===== config.mk =====
export PLATFORM = sky130hd
export DESIGN_NAME = sfp_boot_flash
export DESIGN_NICKNAME = d
export VERILOG_FILES = /design/src/sfp_pkg.sv /design/src/sfp_section_map.sv /design/src/sfp_cmd_window.sv /design/src/sfp_boot_flash.sv
export VERILOG_INCLUDE_DIRS = /design/src
export SDC_FILE = /design/constraint.sdc
export NUM_CORES = 1
export LEC_CHECK = 0
export ABC_CLOCK_PERIOD_IN_PS = 2360
export BUFFER_PORTS_ARGS = -buffer_cell sky130_fd_sc_hd__buf_2
export CORE_ASPECT_RATIO = 0.75
export CORE_MARGIN = 1.5
export CORE_UTILIZATION = 46
export CTS_BUF_LIST = sky130_fd_sc_hd__clkbuf_8
export CTS_CLUSTER_SIZE = 16
export DETAILED_ROUTE_END_ITERATION = 8
export PLACE_DENSITY = 0.79
export SYNTH_ARGS = -nofsm -noshare
export SYNTH_HDL_FRONTEND = slang
export SYNTH_SLANG_ARGS = --single-unit
export TNS_END_PERCENT = 1

===== constraint.sdc =====
create_clock -name hclk -period 2.36 [get_ports hclk]
set_input_delay 0.59 -clock hclk [delete_from_list [all_inputs] [get_ports hclk]]
set_output_delay 0.59 -clock hclk [all_outputs]
set_load 0.05 [all_outputs]

===== src/sfp_defines.svh =====
// offsets, field positions, limits and timing counts of the sequencer
`ifndef SFP_DEFINES_SVH
`define SFP_DEFINES_SVH
// ****************************************
// register byte offsets
// ****************************************
`define SFP_OFS_CTRL   8'h00
`define SFP_OFS_PTR    8'h04
`define SFP_OFS_DATA   8'h08
`define SFP_OFS_STORE  8'h0C
`define SFP_OFS_STAT   8'h10
// ****************************************
// control register fields
// ****************************************
`define SFP_BIT_EN     0
`define SFP_BIT_ERS    1
`define SFP_BIT_WRT    2
`define SFP_BIT_REN    4
`define SFP_BIT_BUSY   6
// ****************************************
// command window and section limits
// ****************************************
`define SFP_WIN_CYCLES 3'h4
`define SFP_PAGE_BYTES 8'h80
`define SFP_N_RWS_END  14'h1C00
`define SFP_W_RWS_END  14'h3800
`define SFP_N_BOOT_3   14'h1F80
`define SFP_N_BOOT_2   14'h1F00
`define SFP_N_BOOT_1   14'h1E00
`define SFP_N_BOOT_0   14'h1C00
`define SFP_W_BOOT_3   14'h3F00
`define SFP_W_BOOT_2   14'h3E00
`define SFP_W_BOOT_1   14'h3C00
`define SFP_W_BOOT_0   14'h3800
`endif


===== src/sfp_pkg.sv =====
// types shared by the self-programming sequencer
package sfp_pkg;
    typedef enum logic [1:0] {
        SFP_IDLE  = 2'b00,
        SFP_ARMED = 2'b01,
        SFP_BUSY  = 2'b10
    } sfp_state_t;
endpackage


===== src/sfp_section_map.sv =====
// boot area start and readable-section decode for one address
`timescale 1ns/100ps
`include "sfp_defines.svh"
module sfp_section_map
    import sfp_pkg::*;
#(
    parameter bit WIDE = 1'b0
) (
    input  wire logic [1:0]  boot_size_select,
    input  wire logic [13:0] word_addr,
    output logic      [13:0] boot_start,
    output logic             in_readable
);
    logic [13:0] addr;

    // narrow part keeps a 13-bit counter, top bit ignored
    assign addr = WIDE ? word_addr : {1'b0, word_addr[12:0]};

    // boot start per size code and section limit
    always_comb begin
        if (WIDE) begin
            unique case (boot_size_select)
                2'b11: boot_start = `SFP_W_BOOT_3;
                2'b10: boot_start = `SFP_W_BOOT_2;
                2'b01: boot_start = `SFP_W_BOOT_1;
                2'b00: boot_start = `SFP_W_BOOT_0;
            endcase
            in_readable = addr < `SFP_W_RWS_END;
        end else begin
            unique case (boot_size_select)
                2'b11: boot_start = `SFP_N_BOOT_3;
                2'b10: boot_start = `SFP_N_BOOT_2;
                2'b01: boot_start = `SFP_N_BOOT_1;
                2'b00: boot_start = `SFP_N_BOOT_0;
            endcase
            in_readable = addr < `SFP_N_RWS_END;
        end
    end
endmodule


===== src/sfp_cmd_window.sv =====
// counts the cycles in which a store may follow a command write
`timescale 1ns/100ps
`include "sfp_defines.svh"
module sfp_cmd_window
    import sfp_pkg::*;
(
    input  wire logic hclk,
    input  wire logic hresetn,
    input  wire logic arm,
    input  wire logic close,
    output logic      open
);
    logic [2:0] cnt;

    // reload on arm, clear on close, run down to zero otherwise
    always_ff @(posedge hclk or negedge hresetn) begin
        if (!hresetn) begin
            cnt <= 3'h0;
        end else if (arm) begin
            cnt <= `SFP_WIN_CYCLES;
        end else if (close) begin
            cnt <= 3'h0;
        end else if (cnt != 3'h0) begin
            cnt <= cnt - 3'h1;
        end
    end

    assign open = cnt != 3'h0;
endmodule


===== src/sfp_boot_flash.sv =====
// self-programming sequencer with ahb-lite register slave
`timescale 1ns/100ps
`include "sfp_defines.svh"
module sfp_boot_flash
    import sfp_pkg::*;
#(
    parameter bit WIDE = 1'b0
) (
    input  wire logic        hclk,
    input  wire logic        hresetn,
    input  wire logic        hsel,
    input  wire logic [31:0] haddr,
    input  wire logic [1:0]  htrans,
    input  wire logic        hwrite,
    input  wire logic [2:0]  hsize,
    input  wire logic [31:0] hwdata,
    input  wire logic        hready,
    output logic      [31:0] hrdata,
    output logic             hreadyout,
    output logic             hresp,
    input  wire logic        eeprom_write_busy,
    input  wire logic [1:0]  boot_size_select,
    input  wire logic [13:0] fetch_addr,
    input  wire logic        flash_done,
    output logic             fetch_allow,
    output logic      [13:0] boot_start,
    output logic             flash_erase,
    output logic             flash_write,
    output logic      [7:0]  flash_page,
    output logic             buf_load,
    output logic      [5:0]  buf_word,
    output logic      [15:0] buf_data
);
    sfp_state_t  state;
    logic        ap_valid;
    logic        ap_write;
    logic [7:0]  ap_addr;
    logic        cmd_en;
    logic        cmd_ers;
    logic        cmd_wrt;
    logic        cmd_ren;
    logic        readable_section_busy;
    logic [15:0] ptr;
    logic [15:0] data_word;
    logic        wr_ctrl;
    logic        wr_store;
    logic        cmd_ok;
    logic        store_hit;
    logic        store_go;
    logic        store_load;
    logic        win_open;
    logic        ptr_in_rws;
    logic        fetch_in_rws;
    logic [13:0] next_boot_start;
    logic [31:0] next_rdata;

    // ****************************************
    // ahb-lite slave
    // ****************************************

    // capture the address phase of each transfer
    always_ff @(posedge hclk or negedge hresetn) begin
        if (!hresetn) begin
            ap_valid <= 1'b0;
            ap_write <= 1'b0;
            ap_addr  <= 8'h00;
        end else if (hready) begin
            ap_valid <= hsel & htrans[1];
            ap_write <= hwrite;
            ap_addr  <= haddr[7:0];
        end
    end

    // zero wait states, always okay
    always_ff @(posedge hclk or negedge hresetn) begin
        if (!hresetn) begin
            hreadyout <= 1'b1;
            hresp     <= 1'b0;
        end else begin
            hreadyout <= 1'b1;
            hresp     <= 1'b0;
        end
    end

    assign wr_ctrl  = ap_valid & ap_write & (ap_addr == `SFP_OFS_CTRL);
    assign wr_store = ap_valid & ap_write & (ap_addr == `SFP_OFS_STORE);

    // read mux, unmapped offsets read zero
    always_comb begin
        next_rdata = 32'h0000_0000;
        unique case (haddr[7:0])
            `SFP_OFS_CTRL: begin
                next_rdata[`SFP_BIT_EN]   = cmd_en;
                next_rdata[`SFP_BIT_ERS]  = cmd_ers;
                next_rdata[`SFP_BIT_WRT]  = cmd_wrt;
                next_rdata[`SFP_BIT_REN]  = cmd_ren;
                next_rdata[`SFP_BIT_BUSY] = readable_section_busy;
            end
            `SFP_OFS_PTR:  next_rdata[15:0] = ptr;
            `SFP_OFS_DATA: next_rdata[15:0] = data_word;
            `SFP_OFS_STAT: begin
                next_rdata[0]   = eeprom_write_busy;
                next_rdata[2:1] = boot_size_select;
                next_rdata[3]   = state == SFP_BUSY;
            end
            default: next_rdata = 32'h0000_0000;
        endcase
    end

    // read data stands in the data phase
    always_ff @(posedge hclk or negedge hresetn) begin
        if (!hresetn) begin
            hrdata <= 32'h0000_0000;
        end else if (hready && hsel && htrans[1] && !hwrite) begin
            hrdata <= next_rdata;
        end
    end

    // pointer and data word registers
    always_ff @(posedge hclk or negedge hresetn) begin
        if (!hresetn) begin
            ptr       <= 16'h0000;
            data_word <= 16'h0000;
        end else if (ap_valid && ap_write) begin
            if (ap_addr == `SFP_OFS_PTR) begin
                ptr <= hwdata[15:0];
            end
            if (ap_addr == `SFP_OFS_DATA) begin
                data_word <= hwdata[15:0];
            end
        end
    end

    // ****************************************
    // command sequencer
    // ****************************************

    // a command is taken only when idle and eeprom is quiet
    assign cmd_ok = wr_ctrl && state == SFP_IDLE && !cmd_en
                    && !eeprom_write_busy
                    && hwdata[`SFP_BIT_EN];
    assign store_hit  = wr_store && state == SFP_ARMED && win_open;
    assign store_go   = store_hit && !ptr[0]
                        && (cmd_ers || cmd_wrt);
    assign store_load = store_hit && !ptr[0]
                        && !cmd_ers && !cmd_wrt && !cmd_ren;

    sfp_cmd_window u_window (
        .hclk    (hclk),
        .hresetn (hresetn),
        .arm     (cmd_ok),
        .close   (store_hit),
        .open    (win_open)
    );

    // command bits and sequencer state
    always_ff @(posedge hclk or negedge hresetn) begin
        if (!hresetn) begin
            state   <= SFP_IDLE;
            cmd_en  <= 1'b0;
            cmd_ers <= 1'b0;
            cmd_wrt <= 1'b0;
            cmd_ren <= 1'b0;
        end else begin
            unique case (state)
                SFP_IDLE: begin
                    if (cmd_ok) begin
                        state   <= SFP_ARMED;
                        cmd_en  <= 1'b1;
                        cmd_ers <= hwdata[`SFP_BIT_ERS];
                        cmd_wrt <= hwdata[`SFP_BIT_WRT];
                        cmd_ren <= hwdata[`SFP_BIT_REN];
                    end
                end
                SFP_ARMED: begin
                    if (store_go) begin
                        state <= SFP_BUSY;
                    end else if (store_hit || !win_open) begin
                        state   <= SFP_IDLE;
                        cmd_en  <= 1'b0;
                        cmd_ers <= 1'b0;
                        cmd_wrt <= 1'b0;
                        cmd_ren <= 1'b0;
                    end
                end
                SFP_BUSY: begin
                    if (flash_done) begin
                        state   <= SFP_IDLE;
                        cmd_en  <= 1'b0;
                        cmd_ers <= 1'b0;
                        cmd_wrt <= 1'b0;
                        cmd_ren <= 1'b0;
                    end
                end
                default: state <= SFP_IDLE;
            endcase
        end
    end

    // erase wins over write when both are requested
    always_ff @(posedge hclk or negedge hresetn) begin
        if (!hresetn) begin
            flash_erase <= 1'b0;
            flash_write <= 1'b0;
            flash_page  <= 8'h00;
        end else begin
            flash_erase <= store_go && cmd_ers;
            flash_write <= store_go && !cmd_ers;
            if (store_go) begin
                flash_page <= ptr[14:7];
            end
        end
    end

    // page buffer fill, word bits of the pointer pick the slot
    always_ff @(posedge hclk or negedge hresetn) begin
        if (!hresetn) begin
            buf_load <= 1'b0;
            buf_word <= 6'h00;
            buf_data <= 16'h0000;
        end else begin
            buf_load <= store_load;
            if (store_load) begin
                buf_word <= ptr[6:1];
                buf_data <= data_word;
            end
        end
    end

    // busy flag, a new set wins over a clear
    always_ff @(posedge hclk or negedge hresetn) begin
        if (!hresetn) begin
            readable_section_busy <= 1'b0;
        end else if (store_go && ptr_in_rws) begin
            readable_section_busy <= 1'b1;
        end else if (store_load
                     || (store_hit && !ptr[0] && cmd_ren)) begin
            readable_section_busy <= 1'b0;
        end
    end

    // ****************************************
    // section decode and fetch gating
    // ****************************************

    sfp_section_map #(.WIDE(WIDE)) u_ptr_map (
        .boot_size_select (boot_size_select),
        .word_addr        (ptr[14:1]),
        .boot_start       (next_boot_start),
        .in_readable      (ptr_in_rws)
    );

    sfp_section_map #(.WIDE(WIDE)) u_fetch_map (
        .boot_size_select (boot_size_select),
        .word_addr        (fetch_addr),
        .boot_start       (),
        .in_readable      (fetch_in_rws)
    );

    // block readable-section fetches while programming
    always_ff @(posedge hclk or negedge hresetn) begin
        if (!hresetn) begin
            fetch_allow <= 1'b0;
            boot_start  <= 14'h0000;
        end else begin
            fetch_allow <= !(fetch_in_rws && (state == SFP_BUSY
                             || readable_section_busy));
            boot_start  <= next_boot_start;
        end
    end

    // ****************************************
    // checks
    // ****************************************

    chk_window_expiry: assert property (
        @(posedge hclk) disable iff (!hresetn)
        (state == SFP_ARMED && !win_open)
        |=> (state == SFP_IDLE && !cmd_en))
        else $error("command survived its store window");

    chk_window_length: assert property (
        @(posedge hclk) disable iff (!hresetn)
        (cmd_ok ##1 (!wr_store) [*4])
        |=> ##1 (state == SFP_IDLE && !cmd_en))
        else $error("store window not four cycles");

    chk_done_clears: assert property (
        @(posedge hclk) disable iff (!hresetn)
        (state == SFP_BUSY && flash_done) |=> !cmd_en)
        else $error("enable stayed set after completion");

    chk_page_index: assert property (
        @(posedge hclk) disable iff (!hresetn)
        (flash_erase || flash_write)
        |-> flash_page == $past(ptr[14:7]))
        else $error("page index not from pointer");

    chk_odd_pointer: assert property (
        @(posedge hclk) disable iff (!hresetn)
        (store_hit && ptr[0])
        |=> !(flash_erase || flash_write || buf_load))
        else $error("store with pointer bit 0 acted");

    chk_fetch_block: assert property (
        @(posedge hclk) disable iff (!hresetn)
        (state == SFP_BUSY && fetch_in_rws) |=> !fetch_allow)
        else $error("readable section fetched while busy");

    chk_busy_set: assert property (
        @(posedge hclk) disable iff (!hresetn)
        (store_go && ptr_in_rws)
        |=> readable_section_busy && (flash_erase || flash_write))
        else $error("busy flag not set by section operation");

    chk_load_clear: assert property (
        @(posedge hclk) disable iff (!hresetn)
        buf_load |-> !readable_section_busy
                     && buf_word == $past(ptr[6:1]))
        else $error("page load did not clear busy");

    chk_boot_table: assert property (
        @(posedge hclk) disable iff (!hresetn)
        (boot_size_select == 2'b00)
        |=> boot_start == (WIDE ? 14'h3800 : 14'h1C00))
        else $error("boot start wrong for largest area");
endmodule


# --- After elaboration in Yosys (flattened, before gate mapping) ---
# Cells that the tools add are included.
word_totals:
  regBits: 116
  input_bits: 92
  out_inout_bits: 82
  word_cells: 117
op_classes:
  add_sub_neg: 1
  n_lt_le_gt_ge: 2
  n_eq_ne: 16
  mux: 28
  bitwise_logic: 4
  reduce_logical: 45
op_table:
  columns: ["operator", "count"]
  rows:
  - ["14-bit case mux with 4 select lines", 1]
  - ["13-bit less-than comparator (second input constant)", 2]
  - ["8-bit by 4-bit equality test with 1-bit output (second input constant)", 3]
  - ["1-bit case mux with 3 select lines", 7]
  - ["1-bit logical AND", 20]
  - ["9-bit case mux with 2 select lines", 1]
  - ["8-bit by 3-bit equality test with 1-bit output (second input constant)", 2]
  - ["8-bit logical NOT", 2]
  - ["3-bit case mux with 4 select lines", 1]
  - ["1-bit logical NOT", 9]
  - ["1-bit two-way mux", 9]
  - ["3-bit two-way mux", 3]
  - ["3-bit nonzero test", 3]
  - ["8-bit by 5-bit equality test with 1-bit output (second input constant)", 1]
  - ["2-bit two-way mux", 4]
  - ["2-bit equality test (second input constant)", 3]
  - ["2-bit != test (second input constant)", 3]
  - ["2-bit case mux with 3 select lines", 1]
  - ["5-bit AND reduction", 1]
  - ["1-bit AND", 4]
  - ["2-bit by 1-bit equality test with 1-bit output (second input constant)", 2]
  - ["2-bit logical NOT", 2]
  - ["1-bit logical OR", 4]
  - ["2-bit AND reduction", 2]
  - ["other kinds (6)", 6]

# --- Depth between registers and ports, before layout ---
# Gate-level depths: netlist (run 1).
depth:
  word_depth: 11
  mapped_depth: 9
  depth_no_buf: 7

# --- By module ---
# From an unflattened synthesis (run 1), not the netlist that was laid out.
unflattened:
  hier_cells: 400
  area_unflattened_um2: 5126.2
modules_own_cells:
  columns: ["mod", "n_inst", "cells_each", "area_per_inst_um2", "seq_area_each_um2"]
  rows:
  - ["sfp_boot_flash", 1, 351, 4723.3, 2827.7]
  - ["sfp_section_map", 2, 17, 112.6, 0.0]
  - ["sfp_cmd_window", 1, 15, 177.7, 75.1]

# --- Worst setup path after synthesis (run 1) ---
# Ideal clock, no wire load.
synth_timing:
  kind: "input to register"
  startpoint: "input port eeprom_write_busy"
  endpoint: "register cmd_ers"
  setup_ns: 0.125
  arrival_ns: 2.301
  required_ns: 2.235
  path_slack_ns: -0.066
  path_stages: 6
  n_path_buf: 1
  path_cell_list: "or4b_1 o41ai_4 o211ai_2 or3b_1 buf_6 mux2_4"
synth_between:
  elab_chain_cells: 5
synth_lines:
  columns: ["item", "line_no", "source"]
  rows:
  - ["start: declaration", "sfp_boot_flash.sv:21", "input wire logic eeprom_write_busy,"]
  - ["1-bit logical NOT", "sfp_boot_flash.sv:140", "&& !eeprom_write_busy"]
  - ["1-bit logical AND", "sfp_boot_flash.sv:140", null]
  - ["1-bit logical AND", "sfp_boot_flash.sv:139", "assign cmd_ok = wr_ctrl && state == SFP_IDLE && !cmd_en"]
  - ["2-bit != test (no source line)", null, null]
  - ["5-bit AND reduction (no source line)", null, null]
  - ["end signal: assignment", "sfp_boot_flash.sv:170", "cmd_ers <= hwdata[`SFP_BIT_ERS];"]
  - ["end: declaration", "sfp_boot_flash.sv:39", "logic cmd_ers;"]
# Every way passes these cells.
# A chain may end at the register's enable or synchronous reset.

# --- Final worst setup path (run 1) ---
layout_timing:
  startpoint: "register ap_addr[5]"
  endpoint: "register buf_data[11]"
layout_between:
  elab_chain_cells: 8
layout_lines:
  columns: ["item", "line_no", "source"]
  rows:
  - ["start: declaration", "sfp_boot_flash.sv:37", "logic [7:0] ap_addr;"]
  - ["start signal: assignment", "sfp_boot_flash.sv:70", "ap_addr <= haddr[7:0];"]
  - ["8-bit by 4-bit equality test with 1-bit output (no source line)", null, null]
  - ["1-bit AND", "sfp_boot_flash.sv:86", "assign wr_store = ap_valid & ap_write & (ap_addr == `SFP_OFS_STORE);"]
  - ["1-bit logical AND (2 in a row)", "sfp_boot_flash.sv:142", "assign store_hit = wr_store && state == SFP_ARMED && win_open;"]
  - ["1-bit logical AND", "sfp_boot_flash.sv:145", "assign store_load = store_hit && !ptr[0]"]
  - ["1-bit logical AND (3 in a row)", "sfp_boot_flash.sv:146", "&& !cmd_ers && !cmd_wrt && !cmd_ren;"]
  - ["end signal: assignment", "sfp_boot_flash.sv:225", "buf_data <= data_word;"]
  - ["end: declaration", "sfp_boot_flash.sv:32", "output logic [15:0] buf_data"]
# Every way passes these cells.

==> results of run 1 <==
-- per-layer routing --
metal,vias to the layer above,global-route usage,wire (µm)
li1,1422,-,-
met1,1520,0.254,4320
met2,110,0.306,4660
met3,8,0.0619,721
met4,0,0.0496,93
met5,-,0,0
-- worst max-delay path, delay by kind of cell, from the launching register on --
kind,cells,cell delay (ns)
buffers and inverters,1,0.20
DFF,1,0.38
muxes,1,0.35
and+or+nand+nor,4,1.27
-- registers in the layout, indices dropped and copies added (netlist names), 2 cells and up --
name,cells
flash_page,8
buf_data,16
state,2
hrdata,16
data_word,16
boot_start,4
u_window.cnt,3
ap_addr,8
buf_word,6
ptr,16
-- kinds of logic (layout without fill, tap and decap cells) --
kind of cell,count (synthesis),count (layout),synth area share
mux,81,81,0.196
other cells,2,27,0.00160
compound gates,48,48,0.0698
buf+inv,52,136,0.0674
xor+xnor,1,1,0.00187
fa+ha+maj,8,8,0.0208
simple gates,65,65,0.0778
flops,106,106,0.565
-- worst max-delay path by stage --
stage | slack, ns | end
after detailed placement | -0.20 | cmd_ers$_DFFE_PN0P_
after floorplan | -0.02 | cmd_ers$_DFFE_PN0P_
after global routing | -0.03 | cmd_ers$_DFFE_PN0P_
final | 0.05 | buf_data[11]$_DFFE_PN0P_
after global placement | -0.18 | cmd_ren$_DFFE_PN0P_
after CTS | 0.02 | cmd_ers$_DFFE_PN0P_
-- report_power, final --
part | switching (mW) | leakage [nW] | internal (mW) | total (mW)
Combinational | 0.447 | 1.32 | 0.357 | 0.804
Sequential | 0.0854 | 1.36 | 1.94 | 2.02
Clock | 0.557 | 0.121 | 0.612 | 1.17
-- timing repair --
action | 4_1_cts | 5_1_grt
resized for setup | 2 | 2
buffers inserted | 0 | 2
endpoints found under the setup margin | 8 | 16
pin swaps | 0 | 4
-- layout make-up --
cell class	count	area (µm²)	share of cell area
Clock inverter	6	75.1	0.0135
Clock buffer	10	138	0.0248
Inverter	7	26.3	0.00474
Sequential cell	106	2650	0.479
Timing Repair Buffer	113	649	0.117
Multi-Input combinational cell	230	1840	0.331
Tap cell	132	165	0.0298
-- cells in the final DEF, fill, tap and decap left out, types with 3 or more instances in the layout --
cell	count
a22o_1	4
conb_1	27
nor2b_1	6
and2_1	4
nand3b_1	3
nand2b_1	4
mux2i_1	4
buf_4	19
nand2_1	25
inv_1	11
clkbuf_8	10
mux2_4	3
buf_2	91
nor2_1	5
mux2_2	72
a22oi_1	14
o21ai_0	23
dfrtp_1	106
ha_1	7
-- per-stage QoR --
step | cell area, µm² | hold slack [ns] | std cells | power (mW) | worst slack [ns]
global placement | 5300 | 0.414 | 586 | 2.77 | -0.177
CTS | 5520 | 0.00826 | 602 | 4.02 | 0.0247
finish | 5540 | 0.0274 | 604 | 4.00 | 0.0463
floorplan | 4790 | 0.294 | 388 | 2.65 | -0.0177
detailed placement | 5300 | 0.415 | 586 | 2.82 | -0.198
global route | 5540 | 0.000314 | 604 | 4.20 | -0.0325
==> key figures, run 1 <==
Outcome
  – Outcome: finished, final reports clean

Placement
  – Final Wtd Congestion: 0.841
  – IO Port Bufs: 92
  – Detail Placement HPWL: 7.17 mm

Setup path
  – Worst reg-to-reg path cell count: 6
  – Crit. Startpoint: ap_addr[5]$_DFFE_PN0P_
  – CP Data Required Time: about 2.6 ns
  – Reg2Reg Capture Point: buf_data[11]$_DFFE_PN0P_
  – CP max-delay cell: or4_4
  – Worst-path cell chain: or4_4 > nor2_1 > nor4b_4 > and3b_2 > buf_4 > mux2_2
  – R2r startpoint: ap_addr[5]$_DFFE_PN0P_
  – Reg-to-reg slack, setup: between 0.04 and 0.05 ns
  – Crit Path Class: reg2reg
  – CP arrival: 2.57 ns
  – Startpoint types: flop
  – Crit path largest cell delay: just under 0.6 ns
  – Crit path max fanout: 9
  – Worst Setup End Kind: flop

Route
  – Routed WL per cell: roughly 16 µm
  – First-pass DRT Iterations: 4
  – Via count: approximately 3,000
  – Iter 0 DRT Violations: 135
  – Detailed Route WL: between 9 and 10 mm
  – Drt drc: 0
  – Post-DR vias/cell: 5.07
  – ANT nets after route: 0

Yosys
  – Seq/Total Area, Yosys: 0.565
  – Number of synthesis warnings: 0
  – Async SR Flop Fraction: 1.00
  – Flops & latches, synth: 106
  – Count leader, synth: dfrtp_1
  – Synth top cells by count: dfrtp_1 (106), mux2_2 (72), buf_4 (30)
  – Mapped Area: 4690 µm²
  – Area leader, netlist: dfrtp_1
  – Unique masters post-synth: 44
  – Synthesized instance count: 363
  – Top cells by area, synth: dfrtp_1 (57%), mux2_2 (17%), buf_4 (4.8%)
  – Syn Area/Cell: 12.9 µm²
  – Post-synth EDFFs: 0
  – Top-area cell type share of the netlist area: 0.565
  – Main synth FF type: dfrtp_1

Global routing
  – Number of global-route vias before repair: 3,200
  – Largest net degree at the start of global routing: 75
  – Grt ovf: 0
  – First-pass GRT wire length: 16.1 mm
  – GR Util All Layers: 0.191
  – Initial antenna violation count: 0

Die
  – Die H: 90.5 µm
  – Core Region: ~10000 µm²
  – Die W: 120 µm
  – Initial Util: 0.480
  – Row count: 31
  – Die area: 10,800 µm²
  – # IOs: 174

STA
  – Worst-margin pin slew: 0.635 ns
  – RSZ-0062 raised after global routing: yes
  – Period minus WS final: 2.31 ns
  – Fmax: 432 MHz
  – Fin. max-slew vios: 0
  – Fin crit share: 0.980
  – Final TNS setup: 0 ns
  – Final Hold Fails: 0
  – Final setup skew: 0.00611 ns
  – Slew margin rel.: 0.571
  – Final setup fails: 0

Clocking
  – Clk sinks: 106
  – Hold buffer count at cts: 0
  – Clock tree root driver cell: clkbuf_8
  – H-Tree Level Count: 3
  – Clock tree buffer depth: 2
  – CTS tree: built
  – Latest clock arrival within the worst-skew pair: about 0.36 ns
  – Clock Pin Slew Worst Setup and Hold Paths: about 0.09 ns
  – CTS buffer count: 9

Power and ir drop
  – Maximum vdd drop: around 0.00038 V
  – Static leakage: 2.80 nW
  – Pwr per Cell Area: ~720 nW/µm²

Finish
  – Filler Cell Count: 839
  – ANT cells: 0
  – Final Core Density: 0.567
  – Share of cells above drive strength 1: 0.441
  – Nets: around 570
  – Area Overhead vs Synth: 18.0%

Hold path
  – HP Class: in2async

Job
  – Max Cap Violations: 0
Note: power is estimated with default switching activity, not from simulation.
==> inputs of run 2 (changes only) <==
--- a/config.mk
+++ b/config.mk
@@ -14,6 +14,7 @@
 export CTS_BUF_LIST = sky130_fd_sc_hd__clkbuf_8
 export CTS_CLUSTER_SIZE = 16
 export DETAILED_ROUTE_END_ITERATION = 8
+export GPL_TIMING_DRIVEN = 0
 export PLACE_DENSITY = 0.79
 export SYNTH_ARGS = -nofsm -noshare
 export SYNTH_HDL_FRONTEND = slang
==> run 2 against run 1 <==
  * The flow now finishes with violations (negative setup slack)
  * Cell count up 4.0%
  * Die area unchanged
  * Core utilization up 2.2 points
  * Combinational power up 6.6%
  * Worst setup slack worse by 0.13 ns
  * Sequential power about the same
  * Critical endpoint is now cmd_ers$_DFFE_PN0P_
  * Highest routed layer unchanged
==> key figures, run 2 (synthesis gave the netlist of run 1 again) <==
Outcome
  – Outcome: finished, violations left (was finished, final reports clean)
  – Failing checks: negative setup slack

Route
  – Iter 0 DRT Violations: 121 (was 135)
  – Drt drc: 0 (unchanged)
  – First-pass DRT Iterations: 4 (unchanged)
  – Routed WL per cell: 16.7 µm (was 16.2 µm)
  – Via count: 3,181 (was 3,060)
  – Detailed Route WL: 10.5 mm (was 9.80 mm)
  – Post-DR vias/cell: 5.07 (about the same)
  – ANT nets after route: 0 (unchanged)

STA
  – Period minus WS final: 2.45 ns (was 2.31 ns)
  – Fin crit share: 1.04 (was 0.980)
  – Final setup fails: 4 (was 0)
  – Final setup skew: 0.0146 ns (was 0.00611 ns)
  – RSZ-0062 raised after global routing: yes (unchanged)
  – PnR worst setup slack: -0.0886 ns (was 0.0463 ns)
  – Fmax: 408 MHz (was 432 MHz)
  – Final Hold Fails: 0 (unchanged)
  – Fin. max-slew vios: 0 (unchanged)
  – Slew margin rel.: 0.599 (was 0.571)
  – Worst-margin pin slew: 0.593 ns (was 0.635 ns)

Die
  – Die W: 120 µm (unchanged)
  – Die H: 90.5 µm (unchanged)
  – Core Region: 9770 µm² (unchanged)
  – Die area: 10,800 µm² (unchanged)
  – # IOs: 174 (unchanged)
  – Initial Util: 0.480 (unchanged)
  – Row count: 31 (unchanged)

Finish
  – Nets: 593 (was 566)
  – Final cell count without fillers: 628 (was 604)
  – Filler Cell Count: 802 (was 839)
  – Share of cells above drive strength 1: 0.468 (was 0.441)
  – Final std cell area, no fill: 5760 µm² (was 5540 µm²)
  – Leading cell type in the layout, fill and taps excluded: dfrtp_1 (unchanged)
  – Most frequent cells in the layout: dfrtp_1 (106), buf_2 (88), mux2_2 (58) (was dfrtp_1 (106), buf_2 (91), mux2_2 (72))
  – Sequential cell area: 2650 µm² (unchanged)
  – ANT cells: 0 (unchanged)
  – Area of the multi-input gates: 1910 µm² (was 1840 µm²)
  – Area Overhead vs Synth: 22.7% (was 18.0%)

Setup path
  – CP Data Required Time: 2.62 ns (was 2.61 ns)
  – Critical path depth: 6 (unchanged)
  – Crit path largest cell delay: 0.59 ns (was 0.58 ns)
  – Worst-path cell chain: or4_4 > o41ai_4 > o211ai_2 > or3b_1 > buf_6 > mux2_4 (was or4_4 > nor2_1 > nor4b_4 > and3b_2 > buf_4 > mux2_2)
  – CP arrival: 2.71 ns (was 2.57 ns)
  – Buf/Inv on CP: 1 (unchanged)
  – CP max-delay cell: or4_4 (unchanged)
  – Crit Path Class: reg2reg (unchanged)
  – Worst reg-to-reg path cell count: 6 (unchanged)
  – Startpoint types: flop (unchanged)
  – Crit path max fanout: 4 (was 9)
  – CP top delay family: simple AND/OR/NAND/NOR gates (unchanged)
  – Worst Setup End Kind: flop (unchanged)

Power and ir drop
  – Pwr per Cell Area: 668 nW/µm² (was 721 nW/µm²)
  – Maximum vdd drop: 0.000411 V (was 0.000375 V)
  – Static leakage: 2.90 nW (was 2.80 nW)

Global routing
  – Number of global-route vias before repair: 3,320 (was 3,200)
  – First-pass GRT wire length: 16.7 mm (was 16.1 mm)
  – GR Util All Layers: 0.201 (was 0.191)
  – Largest net degree at the start of global routing: 76 (was 75)
  – Grt ovf: 0 (unchanged)
  – Initial antenna violation count: 0 (unchanged)

Clocking
  – Latest clock arrival within the worst-skew pair: 0.37 ns (was 0.36 ns)
  – Clock tree buffer depth: 2 (unchanged)
  – Clock tree root driver cell: clkbuf_8 (unchanged)
  – H-Tree Level Count: 3 (unchanged)
  – Hold buffer count at cts: 0 (unchanged)
  – Clock Pin Slew Worst Setup and Hold Paths: 0.09 ns (about the same)
  – Clk sinks: 106 (unchanged)
  – CTS tree: built (unchanged)
  – CTS buffer count: 9 (unchanged)

Placement
  – Final Wtd Congestion: 0.869 (was 0.841)
  – Placed cell areas: 5430 µm² (was 5300 µm²)
  – Placed Cells: 610 (was 586)
  – IO Port Bufs: 89 (was 92)
  – Detail Placement HPWL: 7.68 mm (was 7.17 mm)

Hold path
  – HP Class: in2async (unchanged)

Job
  – Max Cap Violations: 0 (unchanged)
## run 2: cell count changes in the layout (fill, tap and decap cells not counted), sizes merged
cell and delta:
buf +15, bufinv -2, clkbuf +12, clkinv +3
inv -4
## run 2: path summary, 6_finish.rpt
path / startpoint / endpoint / slack [ns]
hold reg to reg: hrdata[0]$_DFFE_PN0P_ / hrdata[0]$_DFFE_PN0P_ / 0.49
max in group asynchronous: hresetn / data_word[1]$_DFFE_PN0P_ / 1.52
min in group hclk: fetch_addr[11] / fetch_allow$_DFF_PN0_ / 0.44
setup reg to reg: ap_addr[6]$_DFFE_PN0P_ / cmd_ers$_DFFE_PN0P_ / -0.09
hold / removal: hresetn / hrdata[8]$_DFFE_PN0P_ / 0.15
setup / recovery: ap_addr[6]$_DFFE_PN0P_ / cmd_ers$_DFFE_PN0P_ / -0.09
## run 2: cell type report
cell class | instances | area share
flip-flops and latches | 106 | 0.461
multi-input cells | 230 | 0.332
repair buffers | 95 | 0.0891
plain buffers | 45 | 0.0580
well taps | 132 | 0.0287
clock buffers | 10 | 0.0239
inverters | 7 | 0.00456
clock inverters | 3 | 0.00326
## run 2: repair_timing
item	in CTS	in global routing
setup buffers	3	2
gates resized for setup	13	27
endpoints found under the setup margin	63	58
pin swaps	4	5
## run 2: power breakdown
group	leakage, nW	internal, mW	switching [mW]
Sequential	1.36	1.94	0.0926
Combinational	1.46	0.400	0.457
Clock	0.0838	0.394	0.566
Total	2.90	2.73	1.12
## run 2: per-layer routing
| metal | vias up | global-route usage | wire length (µm) |
|---|---|---|---|
| met5 | - | 0 | 0 |
| met4 | 0 | 0.0625 | 140 |
| met3 | 14 | 0.0568 | 688 |
| met2 | 117 | 0.325 | 4910 |
| met1 | 1577 | 0.265 | 4720 |
| li1 | 1473 | - | - |
## run 2: through the flow
step / hold WS [ns] / setup slack, ns / power (mW) / utilization / TNS [ns]
after detailed placement: 0.470 / -0.665 / 2.86 / 0.556 / -13.13
after floorplan: 0.294 / -0.0177 / 2.65 / - / -0.0530
after global routing: 0.162 / -0.144 / 4.04 / 0.589 / -1.28
after CTS: 0.148 / -0.0707 / 3.86 / 0.579 / -0.651
final: 0.148 / -0.0886 / 3.85 / 0.589 / -0.284
after global placement: 0.461 / -0.564 / 2.80 / 0.553 / -49.25
